**config.mk**
```make
export PLATFORM = sky130hd
export DESIGN_NAME = gpc_gpio_pin_ctrl
export DESIGN_NICKNAME = d
export VERILOG_FILES = /design/src/core/gpc_pkg.sv /design/src/core/gpc_gpio_pin_ctrl.sv
export SDC_FILE = /design/constraint.sdc
export NUM_CORES = 2
export LEC_CHECK = 0
export BUFFER_PORTS_ARGS = -buffer_cell sky130_fd_sc_hd__buf_2
export CAP_MARGIN = 30
export CORE_AREA = 2 2 590 592
export DETAILED_ROUTE_END_ITERATION = 16
export DIE_AREA = 0 0 592 594
export HOLD_SLACK_MARGIN = 0.05
export MAX_ROUTING_LAYER = met4
export PLACE_DENSITY = 0.38
export SETUP_SLACK_MARGIN = 0.1
export SLEW_MARGIN = 20
export SYNTH_ARGS = -nofsm -noshare
export SYNTH_HDL_FRONTEND = slang
export SYNTH_SLANG_ARGS = --single-unit
```
**constraint.sdc**
```tcl
create_clock -name pclk -period 8.18 [get_ports pclk]
set_clock_uncertainty 0.05 [all_clocks]
set_input_delay 2.454 -clock pclk [delete_from_list [all_inputs] [get_ports pclk]]
set_output_delay 2.454 -clock pclk [all_outputs]
set_load 0.02 [all_outputs]
```
**src/core/gpc_pkg.sv**
```systemverilog
// Purpose: Constants for the per-pin GPIO control and interrupt block
// Assumes: APB slave with 32-bit data, byte addresses of 12 bits
// Notes: Offsets are byte addresses of aligned 32-bit words
package gpc_pkg;
  localparam int ADDR_W = 12;
  // Register map
  localparam logic [11:0] CTL_BASE_OFS = 12'h00C;
  localparam logic [11:0] ODAT_LO_OFS = 12'h100;
  localparam logic [11:0] ODAT_HI_OFS = 12'h104;
  localparam logic [11:0] BSET_LO_OFS = 12'h108;
  localparam logic [11:0] BSET_HI_OFS = 12'h10C;
  localparam logic [11:0] BCLR_LO_OFS = 12'h110;
  localparam logic [11:0] BCLR_HI_OFS = 12'h114;
  localparam logic [11:0] IDAT_LO_OFS = 12'h118;
  localparam logic [11:0] IDAT_HI_OFS = 12'h11C;
  localparam logic [11:0] PEND_LO_OFS = 12'h120;
  localparam logic [11:0] PEND_HI_OFS = 12'h124;
  localparam logic [11:0] WAKE_CTL_OFS = 12'h140;
  localparam logic [11:0] EVT_STAT_OFS = 12'h180;
  localparam logic [11:0] EVT_EN_OFS = 12'h184;
  localparam logic [11:0] EVT_CLR_OFS = 12'h188;
  // Pin control field positions
  localparam int FWD_MASK_BIT = 25;
  localparam int TRIG_LSB = 21;
  localparam int TRIG_MSB = 23;
  localparam int IRQ_EN_BIT = 20;
  localparam int DRV_LSB = 12;
  localparam int DRV_MSB = 14;
  localparam int PU_STRONG_BIT = 11;
  localparam int PD_BIT = 9;
  localparam int PU_WEAK_BIT = 8;
  localparam int IN_EN_BIT = 7;
  localparam int OUT_EN_BIT = 6;
  localparam int SCHMITT_BIT = 5;
  localparam int FUNC_LSB = 0;
  localparam int FUNC_MSB = 3;
  // Writable bits and reset value of a pin control word
  localparam logic [31:0] CTL_WMASK = 32'h02F0_7BEF;
  localparam logic [31:0] CTL_RESET = 32'h0000_1000;
  // Function and trigger codes
  localparam logic [3:0] FUNC_GPIO = 4'h1;
  localparam logic [3:0] FUNC_MAX = 4'h7;
  localparam logic [2:0] TRIG_RISE = 3'h0;
  localparam logic [2:0] TRIG_FALL = 3'h1;
  localparam logic [2:0] TRIG_BOTH = 3'h2;
  localparam logic [2:0] TRIG_HIGH = 3'h3;
  localparam logic [2:0] TRIG_LOW = 3'h4;
  // Block event status bits
  localparam int EVT_W = 2;
  localparam int EVT_LO_BIT = 0;
  localparam int EVT_HI_BIT = 1;
endpackage : gpc_pkg

```
**src/core/gpc_gpio_pin_ctrl.sv**
```systemverilog
// Purpose: Per-pin GPIO function, pad control, data and interrupt logic
// Assumes: One clock pclk, APB register access, pads sampled asynchronously
// Notes: Pins are banked in two 32-bit words; unused upper pins read zero except in the output data word
//
// The APB interface to the registers is this design's own decision.
`timescale 1ns/1ps
`default_nettype none

// Behaviour
// - A three-bit trigger field picks rising, falling, both edges, high or low level; higher codes give no event.
// - With a pin's interrupt enable clear, its pending flag is never set and no request is forwarded.
// - With a pin's interrupt enable set, its pending flag sets whenever the selected trigger is seen.
// - A pending pin drives its irq_req only while its forward mask bit is one; the per-bank irq events ignore the mask.
// - A four-bit function field routes the pin to GPIO (code 1) or a peripheral; codes above 7 are reserved; reset zero.
// - A three-bit drive field picks one of eight pad drive levels and resets to the second level.
// - One bit enables the pad Schmitt input, reset cleared.
// - One bit enables the pull-down and separate bits each pull-up strength, all reset disabled.
// - Bit-set registers set the output data bits written as one and leave the rest.
// - Bit-clear registers clear the output data bits written as one and leave the rest.
// - Input data registers return sampled pin levels for pins with input enable set and zero for the rest, one bit per pin in two banked words.
// - Pending registers hold one interrupt flag per pin in two banked words.
module gpc_gpio_pin_ctrl
  import gpc_pkg::*;
#(
  parameter int NUM_PINS = 48,
  parameter int NUM_FUNCS = 8
) (
  // Clock, reset, enable
  input wire logic pclk,
  input wire logic presetn,
  input wire logic clk_en,
  // APB slave
  input wire logic psel,
  input wire logic penable,
  input wire logic pwrite,
  input wire logic [ADDR_W-1:0] paddr,
  input wire logic [31:0] pwdata,
  output logic [31:0] prdata,
  output logic pready,
  output logic pslverr,
  // Pads
  input wire logic [NUM_PINS-1:0] pad_in,
  output logic [NUM_PINS-1:0] pad_out,
  output logic [NUM_PINS-1:0] pad_oe,
  output logic [NUM_PINS-1:0] pad_ie,
  output logic [NUM_PINS-1:0] pad_schmitt,
  output logic [NUM_PINS-1:0] pad_pulldown,
  output logic [NUM_PINS-1:0] pad_pullup_weak,
  output logic [NUM_PINS-1:0] pad_pullup_strong,
  output logic [3*NUM_PINS-1:0] pad_drive_level,
  // Peripheral side, NUM_FUNCS signals per pin
  input wire logic [NUM_FUNCS*NUM_PINS-1:0] periph_out,
  input wire logic [NUM_FUNCS*NUM_PINS-1:0] periph_oe,
  output logic [NUM_PINS-1:0] periph_in,
  output logic [NUM_PINS-1:0] periph_sel_gpio,
  // Interrupt controller
  output logic [NUM_PINS-1:0] irq_req,
  output logic irq
);

  // Bus decode
  logic setup_hit;
  logic wr_en;
  logic in_ctl;
  logic [ADDR_W-1:0] ctl_rel;
  logic [5:0] ctl_idx;
  logic ready_q;
  logic [31:0] rdata_q;
  logic err_q;
  logic [31:0] rd_d;
  logic err_d;

  // Shared state, padded to two full banks
  logic [31:0] ctl_q [64];
  logic [63:0] odat_q;
  logic [63:0] idat;
  logic [63:0] pend;
  logic [63:0] pend_set;
  logic [63:0] pend_clr;
  logic [63:0] bset;
  logic [63:0] bclr;
  logic [EVT_W-1:0] evt_stat_q;
  logic [EVT_W-1:0] evt_en_q;
  logic [EVT_W-1:0] evt_set;
  logic [EVT_W-1:0] evt_clr;

  assign setup_hit = psel && !penable;
  // Write takes effect only at the access edge that samples pready high
  assign wr_en = psel && penable && ready_q && pwrite && clk_en;
  assign ctl_rel = paddr - CTL_BASE_OFS;
  assign ctl_idx = ctl_rel[7:2];
  assign in_ctl = (paddr >= CTL_BASE_OFS) && (paddr[1:0] == 2'b00) &&
                  (ctl_rel[ADDR_W-1:2] < NUM_PINS);

  // Read mux, evaluated in the setup cycle
  always_comb begin
    rd_d = 32'h0000_0000;
    err_d = 1'b0;
    if (in_ctl) begin
      rd_d = ctl_q[ctl_idx] & CTL_WMASK;
    end else begin
      case (paddr)
        ODAT_LO_OFS: rd_d = odat_q[31:0];
        ODAT_HI_OFS: rd_d = odat_q[63:32];
        IDAT_LO_OFS: rd_d = idat[31:0];
        IDAT_HI_OFS: rd_d = idat[63:32];
        PEND_LO_OFS: rd_d = pend[31:0];
        PEND_HI_OFS: rd_d = pend[63:32];
        EVT_STAT_OFS: rd_d = {{(32-EVT_W){1'b0}}, evt_stat_q};
        EVT_EN_OFS: rd_d = {{(32-EVT_W){1'b0}}, evt_en_q};
        // Write-only and unimplemented wake control read zero
        BSET_LO_OFS, BSET_HI_OFS, BCLR_LO_OFS, BCLR_HI_OFS,
        WAKE_CTL_OFS, EVT_CLR_OFS: rd_d = 32'h0000_0000;
        default: err_d = 1'b1;
      endcase
    end
  end

  // No wait states: pready rises in the first access cycle
  always_ff @(posedge pclk or negedge presetn) begin
    if (!presetn) begin
      ready_q <= 1'b0;
    end else if (clk_en) begin
      ready_q <= setup_hit;
    end
  end

  // Read data captured at the setup edge, held until the next setup
  always_ff @(posedge pclk or negedge presetn) begin
    if (!presetn) begin
      rdata_q <= 32'h0000_0000;
    end else if (clk_en && setup_hit) begin
      rdata_q <= pwrite ? 32'h0000_0000 : rd_d;
    end
  end

  // Error only pulses alongside pready
  always_ff @(posedge pclk or negedge presetn) begin
    if (!presetn) begin
      err_q <= 1'b0;
    end else if (clk_en) begin
      err_q <= setup_hit && err_d;
    end
  end

  assign prdata = rdata_q;
  assign pready = ready_q;
  assign pslverr = err_q;

  // Output data set and clear strobes
  always_comb begin
    bset = 64'h0;
    bclr = 64'h0;
    if (wr_en) begin
      case (paddr)
        BSET_LO_OFS: bset[31:0] = pwdata;
        BSET_HI_OFS: bset[63:32] = pwdata;
        BCLR_LO_OFS: bclr[31:0] = pwdata;
        BCLR_HI_OFS: bclr[63:32] = pwdata;
        default: ;
      endcase
    end
  end

  // Write-one-to-clear strobes for the flags
  always_comb begin
    pend_clr = 64'h0;
    evt_clr = '0;
    if (wr_en) begin
      case (paddr)
        PEND_LO_OFS: pend_clr[31:0] = pwdata;
        PEND_HI_OFS: pend_clr[63:32] = pwdata;
        EVT_CLR_OFS: evt_clr = pwdata[EVT_W-1:0];
        default: ;
      endcase
    end
  end

  always_ff @(posedge pclk or negedge presetn) begin
    if (!presetn) begin
      odat_q <= 64'h0;
    end else if (clk_en) begin
      if (wr_en && paddr == ODAT_LO_OFS) begin
        odat_q[31:0] <= pwdata;
      end else if (wr_en && paddr == ODAT_HI_OFS) begin
        odat_q[63:32] <= pwdata;
      end else begin
        odat_q <= (odat_q | bset) & ~bclr;
      end
    end
  end

  // Block interrupt: sticky per-bank event, set beats clear
  assign evt_set[EVT_LO_BIT] = |pend_set[31:0];
  assign evt_set[EVT_HI_BIT] = |pend_set[63:32];

  always_ff @(posedge pclk or negedge presetn) begin
    if (!presetn) begin
      evt_stat_q <= '0;
    end else if (clk_en) begin
      evt_stat_q <= (evt_stat_q & ~evt_clr) | evt_set;
    end
  end

  always_ff @(posedge pclk or negedge presetn) begin
    if (!presetn) begin
      evt_en_q <= '0;
    end else if (clk_en && wr_en && paddr == EVT_EN_OFS) begin
      evt_en_q <= pwdata[EVT_W-1:0];
    end
  end

  // Uses the next status so a new event is not a cycle late
  always_ff @(posedge pclk or negedge presetn) begin
    if (!presetn) begin
      irq <= 1'b0;
    end else if (clk_en) begin
      irq <= |(((evt_stat_q & ~evt_clr) | evt_set) & evt_en_q);
    end
  end

  // Per-pin logic
  for (genvar i = 0; i < 64; i++) begin : g_pin
    if (i < NUM_PINS) begin : g_real
      logic [1:0] sync_q;
      logic prev_q;
      logic pend_q;
      logic hit;
      logic [2:0] trig;
      logic [3:0] func;
      logic is_gpio;
      logic f_out;
      logic f_oe;
      logic [NUM_FUNCS-1:0] p_out;
      logic [NUM_FUNCS-1:0] p_oe;

      assign trig = ctl_q[i][TRIG_MSB:TRIG_LSB];
      assign func = ctl_q[i][FUNC_MSB:FUNC_LSB];
      assign is_gpio = (func == FUNC_GPIO);
      assign p_out = periph_out[i*NUM_FUNCS +: NUM_FUNCS];
      assign p_oe = periph_oe[i*NUM_FUNCS +: NUM_FUNCS];

      always_ff @(posedge pclk or negedge presetn) begin
        if (!presetn) begin
          ctl_q[i] <= CTL_RESET;
        end else if (clk_en && wr_en && in_ctl && ctl_idx == 6'(i)) begin
          ctl_q[i] <= pwdata & CTL_WMASK;
        end
      end

      // Pad input is asynchronous to pclk
      always_ff @(posedge pclk or negedge presetn) begin
        if (!presetn) begin
          sync_q <= 2'b00;
        end else if (clk_en) begin
          sync_q <= {sync_q[0], pad_in[i]};
        end
      end

      // Previous synced level for edge detection
      always_ff @(posedge pclk or negedge presetn) begin
        if (!presetn) begin
          prev_q <= 1'b0;
        end else if (clk_en) begin
          prev_q <= sync_q[1];
        end
      end

      // Trigger detect; reserved codes never fire
      always_comb begin
        case (trig)
          TRIG_RISE: hit = sync_q[1] && !prev_q;
          TRIG_FALL: hit = !sync_q[1] && prev_q;
          TRIG_BOTH: hit = sync_q[1] != prev_q;
          TRIG_HIGH: hit = sync_q[1];
          TRIG_LOW: hit = !sync_q[1];
          default: hit = 1'b0;
        endcase
      end

      // Set wins over a same-cycle clear, so no event is lost
      assign pend_set[i] = hit && ctl_q[i][IRQ_EN_BIT];
      assign pend[i] = pend_q;
      assign idat[i] = sync_q[1] && ctl_q[i][IN_EN_BIT];

      always_ff @(posedge pclk or negedge presetn) begin
        if (!presetn) begin
          pend_q <= 1'b0;
        end else if (clk_en) begin
          pend_q <= (pend_q & ~pend_clr[i]) | pend_set[i];
        end
      end

      // Function routing; reserved codes leave the pin undriven
      always_comb begin
        f_out = 1'b0;
        f_oe = 1'b0;
        if (is_gpio) begin
          f_out = odat_q[i];
          f_oe = ctl_q[i][OUT_EN_BIT];
        end else if (func <= FUNC_MAX && 32'(func) < NUM_FUNCS) begin
          f_out = p_out[func[2:0]];
          f_oe = p_oe[func[2:0]];
        end
      end

      // Data forced low while the driver is off
      always_ff @(posedge pclk or negedge presetn) begin
        if (!presetn) begin
          pad_out[i] <= 1'b0;
          pad_oe[i] <= 1'b0;
        end else if (clk_en) begin
          pad_out[i] <= f_out && f_oe;
          pad_oe[i] <= f_oe;
        end
      end

      // Pad settings follow the control word one edge later
      always_ff @(posedge pclk or negedge presetn) begin
        if (!presetn) begin
          pad_ie[i] <= 1'b0;
          pad_schmitt[i] <= 1'b0;
          pad_pulldown[i] <= 1'b0;
          pad_pullup_weak[i] <= 1'b0;
          pad_pullup_strong[i] <= 1'b0;
        end else if (clk_en) begin
          pad_ie[i] <= ctl_q[i][IN_EN_BIT];
          pad_schmitt[i] <= ctl_q[i][SCHMITT_BIT];
          pad_pulldown[i] <= ctl_q[i][PD_BIT];
          pad_pullup_weak[i] <= ctl_q[i][PU_WEAK_BIT];
          pad_pullup_strong[i] <= ctl_q[i][PU_STRONG_BIT];
        end
      end

      // Drive level resets to the second of eight steps
      always_ff @(posedge pclk or negedge presetn) begin
        if (!presetn) begin
          pad_drive_level[3*i +: 3] <= CTL_RESET[DRV_MSB:DRV_LSB];
        end else if (clk_en) begin
          pad_drive_level[3*i +: 3] <= ctl_q[i][DRV_MSB:DRV_LSB];
        end
      end

      always_ff @(posedge pclk or negedge presetn) begin
        if (!presetn) begin
          periph_in[i] <= 1'b0;
          periph_sel_gpio[i] <= 1'b0;
        end else if (clk_en) begin
          periph_in[i] <= sync_q[1] && !is_gpio;
          periph_sel_gpio[i] <= is_gpio;
        end
      end

      // Mask gates forwarding only; the flag itself stays
      always_ff @(posedge pclk or negedge presetn) begin
        if (!presetn) begin
          irq_req[i] <= 1'b0;
        end else if (clk_en) begin
          irq_req[i] <= pend_q && ctl_q[i][IRQ_EN_BIT] &&
                        ctl_q[i][FWD_MASK_BIT];
        end
      end
    end else begin : g_none
      assign pend_set[i] = 1'b0;
      assign pend[i] = 1'b0;
      assign idat[i] = 1'b0;
      always_ff @(posedge pclk or negedge presetn) begin
        if (!presetn) begin
          ctl_q[i] <= 32'h0000_0000;
        end else begin
          ctl_q[i] <= 32'h0000_0000;
        end
      end
    end
  end

endmodule : gpc_gpio_pin_ctrl

`default_nettype wire

```
---- Yosys cells after proc, flatten, opt, wreduce, memory -nomap -nowiden ----
Index checks and enable logic that the tools add are counted.
W data, S select, Z words.
word-level totals
  register bits after elaboration ......... 1,783
  input bits .............................. 866
  output and inout port bits .............. 659
  word-level logic and storage cells ...... 2,528
cells by class
  add/sub/neg operators ................... 1
  order comparisons ....................... 147
  equality and inequality tests ........... 350
  mux-type cells .......................... 454
  bitwise operators ....................... 153
  reduce and logical (&&, ||, !) cells .... 695
operators by type and width
  cell                   count
  $logic_and A1 B1 Y1    494
  $mux W32               10
  $mux W1                290
  $bmux W1 S3            96
  $eq A3 B2 Y1 const B   96
  $pmux W32 S8           1
  $pmux W1 S5            48
  $bmux W32 S6           1
  $eq A4 B1 Y1 const B   48
  $le A4 B3 Y1 const B   48
  $lt A3 B4 Y1 const B   48
  $lt A4 B4 Y1 const B   48
  $eq A12 B9 Y1 const B  14
  $logic_not A1 Y1       145
  $eq A3 B1 Y1 const B   48
  $eq A3 B3 Y1 const B   48
  $logic_not A3 Y1       48
  $mux W64               2
  $eq A6 B5 Y1 const B   16
  $eq A6 B6 Y1 const B   16
  $and A64 B64 Y64       1
  $not A64 Y64           1
  $or A64 B64 Y64        1
  $mux W26               2
  other kinds (27)       230

---- Logic depth before layout (Yosys ltp) ----
  word-level depth ........................ 10
  mapped depth ............................ 12
  depth with buffers taken out ............ 9

---- Worst setup path before layout ----
Ideal clock, no wire load.
  path kind ............................... input port to flip-flop
  from .................................... input paddr[5]
  to ...................................... register ctl_q[649] in the netlist's numbering
  setup time .............................. 0.125 ns
  data arrival time ....................... 5.104 ns
  data required time ...................... 8.005 ns
  path slack .............................. 2.901 ns
  stages on the path ...................... 9
  buffers on the path ..................... 4
  path through ............................ buf_2 -> buf_2 -> nor3_1 -> xnor2_1 -> nand2_1 -> buf_2 -> nor4_2 -> buf_2 -> mux2_2
on the way
  word-level cells in the longest chain between the ends .. 5
  elaborated cells on any way between the ends .. 8
  classes of those cells .................. add/sub (1); order compare (2); eq/ne (1); reduce/logical (4)
RTL lines
  what                                                  RTL line                                          text
  from (decl)                                           gpc_gpio_pin_ctrl.sv:36                           input wire logic [ADDR_W-1:0] paddr,
  $sub A12 B4 Y12 or $ge A12 B4 Y1 (tied branches)      gpc_gpio_pin_ctrl.sv:90, gpc_gpio_pin_ctrl.sv:92
  $lt A10 B6 Y1 or $logic_and A1 B1 Y1 (tied branches)  gpc_gpio_pin_ctrl.sv:93, gpc_gpio_pin_ctrl.sv:92
  $logic_and A1 B1 Y1                                   gpc_gpio_pin_ctrl.sv:92                           assign in_ctl = (paddr >= CTL_BASE_OFS) && (paddr[1:0] == 2'b00) &&
  $logic_and A1 B1 Y1                                   gpc_gpio_pin_ctrl.sv:246                          end else if (clk_en && wr_en && in_ctl && ctl_idx == 6'(i)) begin
  $logic_and A1 B1 Y1 (*)                               gpc_gpio_pin_ctrl.sv:246
  to (signal, indexed assignment)                       gpc_gpio_pin_ctrl.sv:247                          ctl_q[i] <= pwdata & CTL_WMASK;
  to (decl)                                             gpc_gpio_pin_ctrl.sv:74                           logic [31:0] ctl_q [64];
Every way passes the cells marked *; elsewhere a longest branch is shown, timed or not.
A chain may end at the register's enable or synchronous reset.

---- Final worst setup path ----
  from .................................... input paddr[2]
  to ...................................... register ctl_q[1609] in the netlist's numbering
Same word-level chain as after synthesis.

==> flow_metrics.tcl <==
set metrics [dict create \
    regToRegEndpoint "ctl_q[1609]" \
    slew_headroom_pct 25.9 \
    max_stage_delay_ns 0.87 \
    wl_met3_um 28600 \
    hpwl_um 315000 \
    drt-met1-wl_um 172000 \
    synth_edf_count 0 \
    synthFlopType "dfrtp_1" \
    yosys.area.top_type "dfrtp_1" \
    rr_worst_depth 8 \
    seq_area_um2 44700 \
    status "finished, final reports clean" \
    antenna_found_initial 104 \
    layout.nets 9084 \
    fin_ws_ns 1.90 \
    cp-start-kind "primary input" \
    path_clk_slew_ns 0.06 \
    ctsHoldBuffers 0 \
    routed-via-count 64600 \
    rsz0062_at_grt "false" \
    powerDensity_nw_per_um2 197 \
    drtAntennaViolNets 0 \
    cts_tree "done" \
    leakagePower_nw 50.8 \
    grt_overflow 0 \
    period_needed_ns 6.28 \
    tns_ns 0 \
    setup_viol 0 \
    post-route-period-util_pct 76.8 \
    ys_types 70 \
    holdWs_ns 0.427 \
    swShare_pct 26.6 \
    drc 0 \
    synthTopCellsByArea "dfrtp_1, mux2_2, mux4_2, dfstp_2, o21ai_0" \
    hold_end "g_pin[45].g_real.sync_q[1]" \
    syn2layout_area_growth_pct 23.8 \
    grt_max_degree 154 \
    root_buffer "clkbuf_16" \
    drv_slew 0 \
    clkPwrFrac_pct 47.8 \
    mostFrequentLayoutCell "dfrtp_1" \
    fillerInstances 35200 \
    synth_top_area_share_pct 48.9 \
    post-cts-setup-buffers 0 \
    firstDrtPassIters 5 \
    final_cell_mix "dfrtp_1, mux2_2, buf_2, nand2_1, o21ai_0" \
    irDropWorstVdd_mv 0.166 \
    wl_per_cell_um 32.1 \
    synth-seq-cells 1783 \
    post-place-ws_ns 0.954 \
    hold_depth 2 \
    p_int_mw 15.5 \
    finalHoldViolations 0 \
    final_cell_count_no_fill 12900 \
    io_buffers 1428 \
    maxCapViolCount 0 \
    hp-class "reg2reg" \
    placed_cells 12500 \
    synth_area_per_cell_um2 12.7 \
    max_freq_mhz 159 \
    crit_fanout 39 \
    htree_levels 4 \
    p_switching_mw 5.59 \
    dr.max_layer_used "met4" \
    rows 216 \
    path_cells "buf_8 > ha_1 > nand3_1 > a21o_1 > a21oi_1 > o21ai_4 > buf_4 > nor3_2 > nand4_2 > mux2_2" \
    regToRegSetupSlack_ns 4.25 \
    cts.sinks 1783 \
    worstPathRequired_ns 8.91 \
    dieArea_um2 352000 \
    post_route_cells_drive_above_1_share_pct 47.5 \
    synthArstFlopShare_pct 100 \
    hp-start "g_pin[45].g_real.sync_q[0]" \
    place_congestion 0.896 \
    io_pins 1525 \
    numCtsBuffers 220 \
    crit_type "in2reg" \
    avgViaCountPerCell 5.00 \
    synth_nets 7780 \
    cts_buffer_depth 4 \
    drt_iter0_drc 4998 \
    die_h_um 594 \
    synth_area_um2 86400 \
    sequentialPowerShare_pct 43.4 \
    start_util_pct 25.0 \
    fp.coreArea_um2 345000 \
    route.met2.wl_um 200000 \
    crit_slowest_cell "nand4_2" \
    grt_use_total_pct 23.7 \
    routed_wl_um 415000 \
    grt_pass1_vias 66100 \
    ctsResizeCount 0 \
    arrival_ns 7.01 \
    cp-end-kind "flip-flop" \
    fp.dieW_um 592 \
    postSynthCellCount 6813 \
    p_comb_share_pct 8.9 \
    multi_input_area_um2 39000 \
    grt_pass1_wl_um 565000 \
    yosys_warnings 0 \
    reg2reg_from "pready" \
    worstSkewPairLatency_ns 0.93 \
    worst_pin_slew_ns 1.11 \
    ys_seq_area_share_pct 51.8 \
]
## routing by layer
layer	up-vias	global-route usage, %
met5	-	-
met4	0	7.71
met3	499	5.12
met2	2278	38.6
met1	34200	29.2
li1	27600	-
## synthesized netlist by cell type, types with 20 or more instances
master and instances:
dfstp_2 96, nor4_1 20, ha_1 101, nand2_1 558, buf_2 49, buf_1 29
dfrtp_1 1687, o21ai_0 470, a22o_1 38, mux2i_1 31, nor2_1 310, nor3_1 42
nand4_1 84, clkbuf_1 429, inv_1 264, o2bb2ai_1 50, a31oi_1 40, a22oi_1 141
mux4_2 383, nand3_1 137, a21oi_1 148, nor4b_1 61, mux2_2 1428
## flip-flops by register name (all words and copies together), names as in the netlist, 2 cells and up
name	cells
pad_pulldown	48
periph_in	48
pad_out	48
prdata	32
pad_schmitt	48
ctl_q	864
periph_sel_gpio	48
odat_q	64
pad_drive_level	144
g_pin.g_real.sync_q	96
evt_en_q	2
evt_stat_q	2
irq_req	48
g_pin.g_real.pend_q	48
pad_pullup_strong	48
g_pin.g_real.prev_q	48
pad_oe	48
pad_pullup_weak	48
pad_ie	48
## power by group through the flow
stage	sequential, mW	combinational, mW	clock (mW)
floorplan	9.33	0.776	0
global placement	9.27	1.88	0
detailed placement	9.28	1.90	0
CTS	9.12	1.91	10.4
global route	9.14	2.04	10.7
finish	9.12	1.87	10.1
## cell type report
class                           count  area share [%]
Timing Repair Buffer             1600            8.38
Inverter                          265           0.938
Multi-Input combinational cell   4247            36.5
Sequential cell                  1783            41.9
Clock inverter                     64           0.727
Tap cell                         4578            5.36
Clock buffer                      348            6.18
Antenna cell                       46           0.108
## worst max-delay path: cells and delay by family
kind | cells | cell delay [ns]
AOI/OAI and AO/OA | 3 | 0.61
and+or+nand+nor | 3 | 1.76
buffers and inverters | 2 | 0.73
muxes | 1 | 0.58
adders and majority gates | 1 | 0.76
## how the worst max path moves through the flow
stage                   from     endpoint  slack [ns]  depth (start not counted)
finish              paddr[2]  ctl_q[1609]        1.90                         10
CTS                 paddr[2]  ctl_q[1609]        1.93                         10
detailed placement  paddr[2]  ctl_q[1608]        0.95                         10
global route        paddr[2]  ctl_q[1609]        1.73                         10
floorplan           paddr[5]   ctl_q[649]        2.90                          9
global placement    paddr[2]   ctl_q[512]        0.95                         10
## metrics by stage
| stage | utilization [%] | cell area [um^2] | power (mW) |
|---|---|---|---|
| 3_3_place_gp | 28.7 | 98900 | 11.2 |
| 5_1_grt | 31.0 | 107000 | 21.9 |
| 4_1_cts | 30.9 | 107000 | 21.4 |
| 2_1_floorplan | - | 86400 | 10.1 |
| 3_5_place_dp | 28.8 | 99300 | 11.2 |
| 6_report | 31.0 | 107000 | 21.0 |
## cells by family (layout without fill, tap and decap cells)
| group | count (synthesis) | count (layout) | synth area share (%) |
|---|---|---|---|
| adder cells (fa/ha/maj) | 101 | 101 | 1.46 |
| AO/OA/AOI/OAI | 966 | 966 | 6.74 |
| AND/OR/NAND/NOR | 1319 | 1319 | 7.29 |
| flip-flops | 1783 | 1783 | 51.8 |
| other | 0 | 46 | 0 |
| buffers and inverters | 783 | 2277 | 3.53 |
| multiplexers | 1853 | 1853 | 29.1 |
| XOR/XNOR | 8 | 8 | 0.0811 |
(Power assumes the default switching activity.)
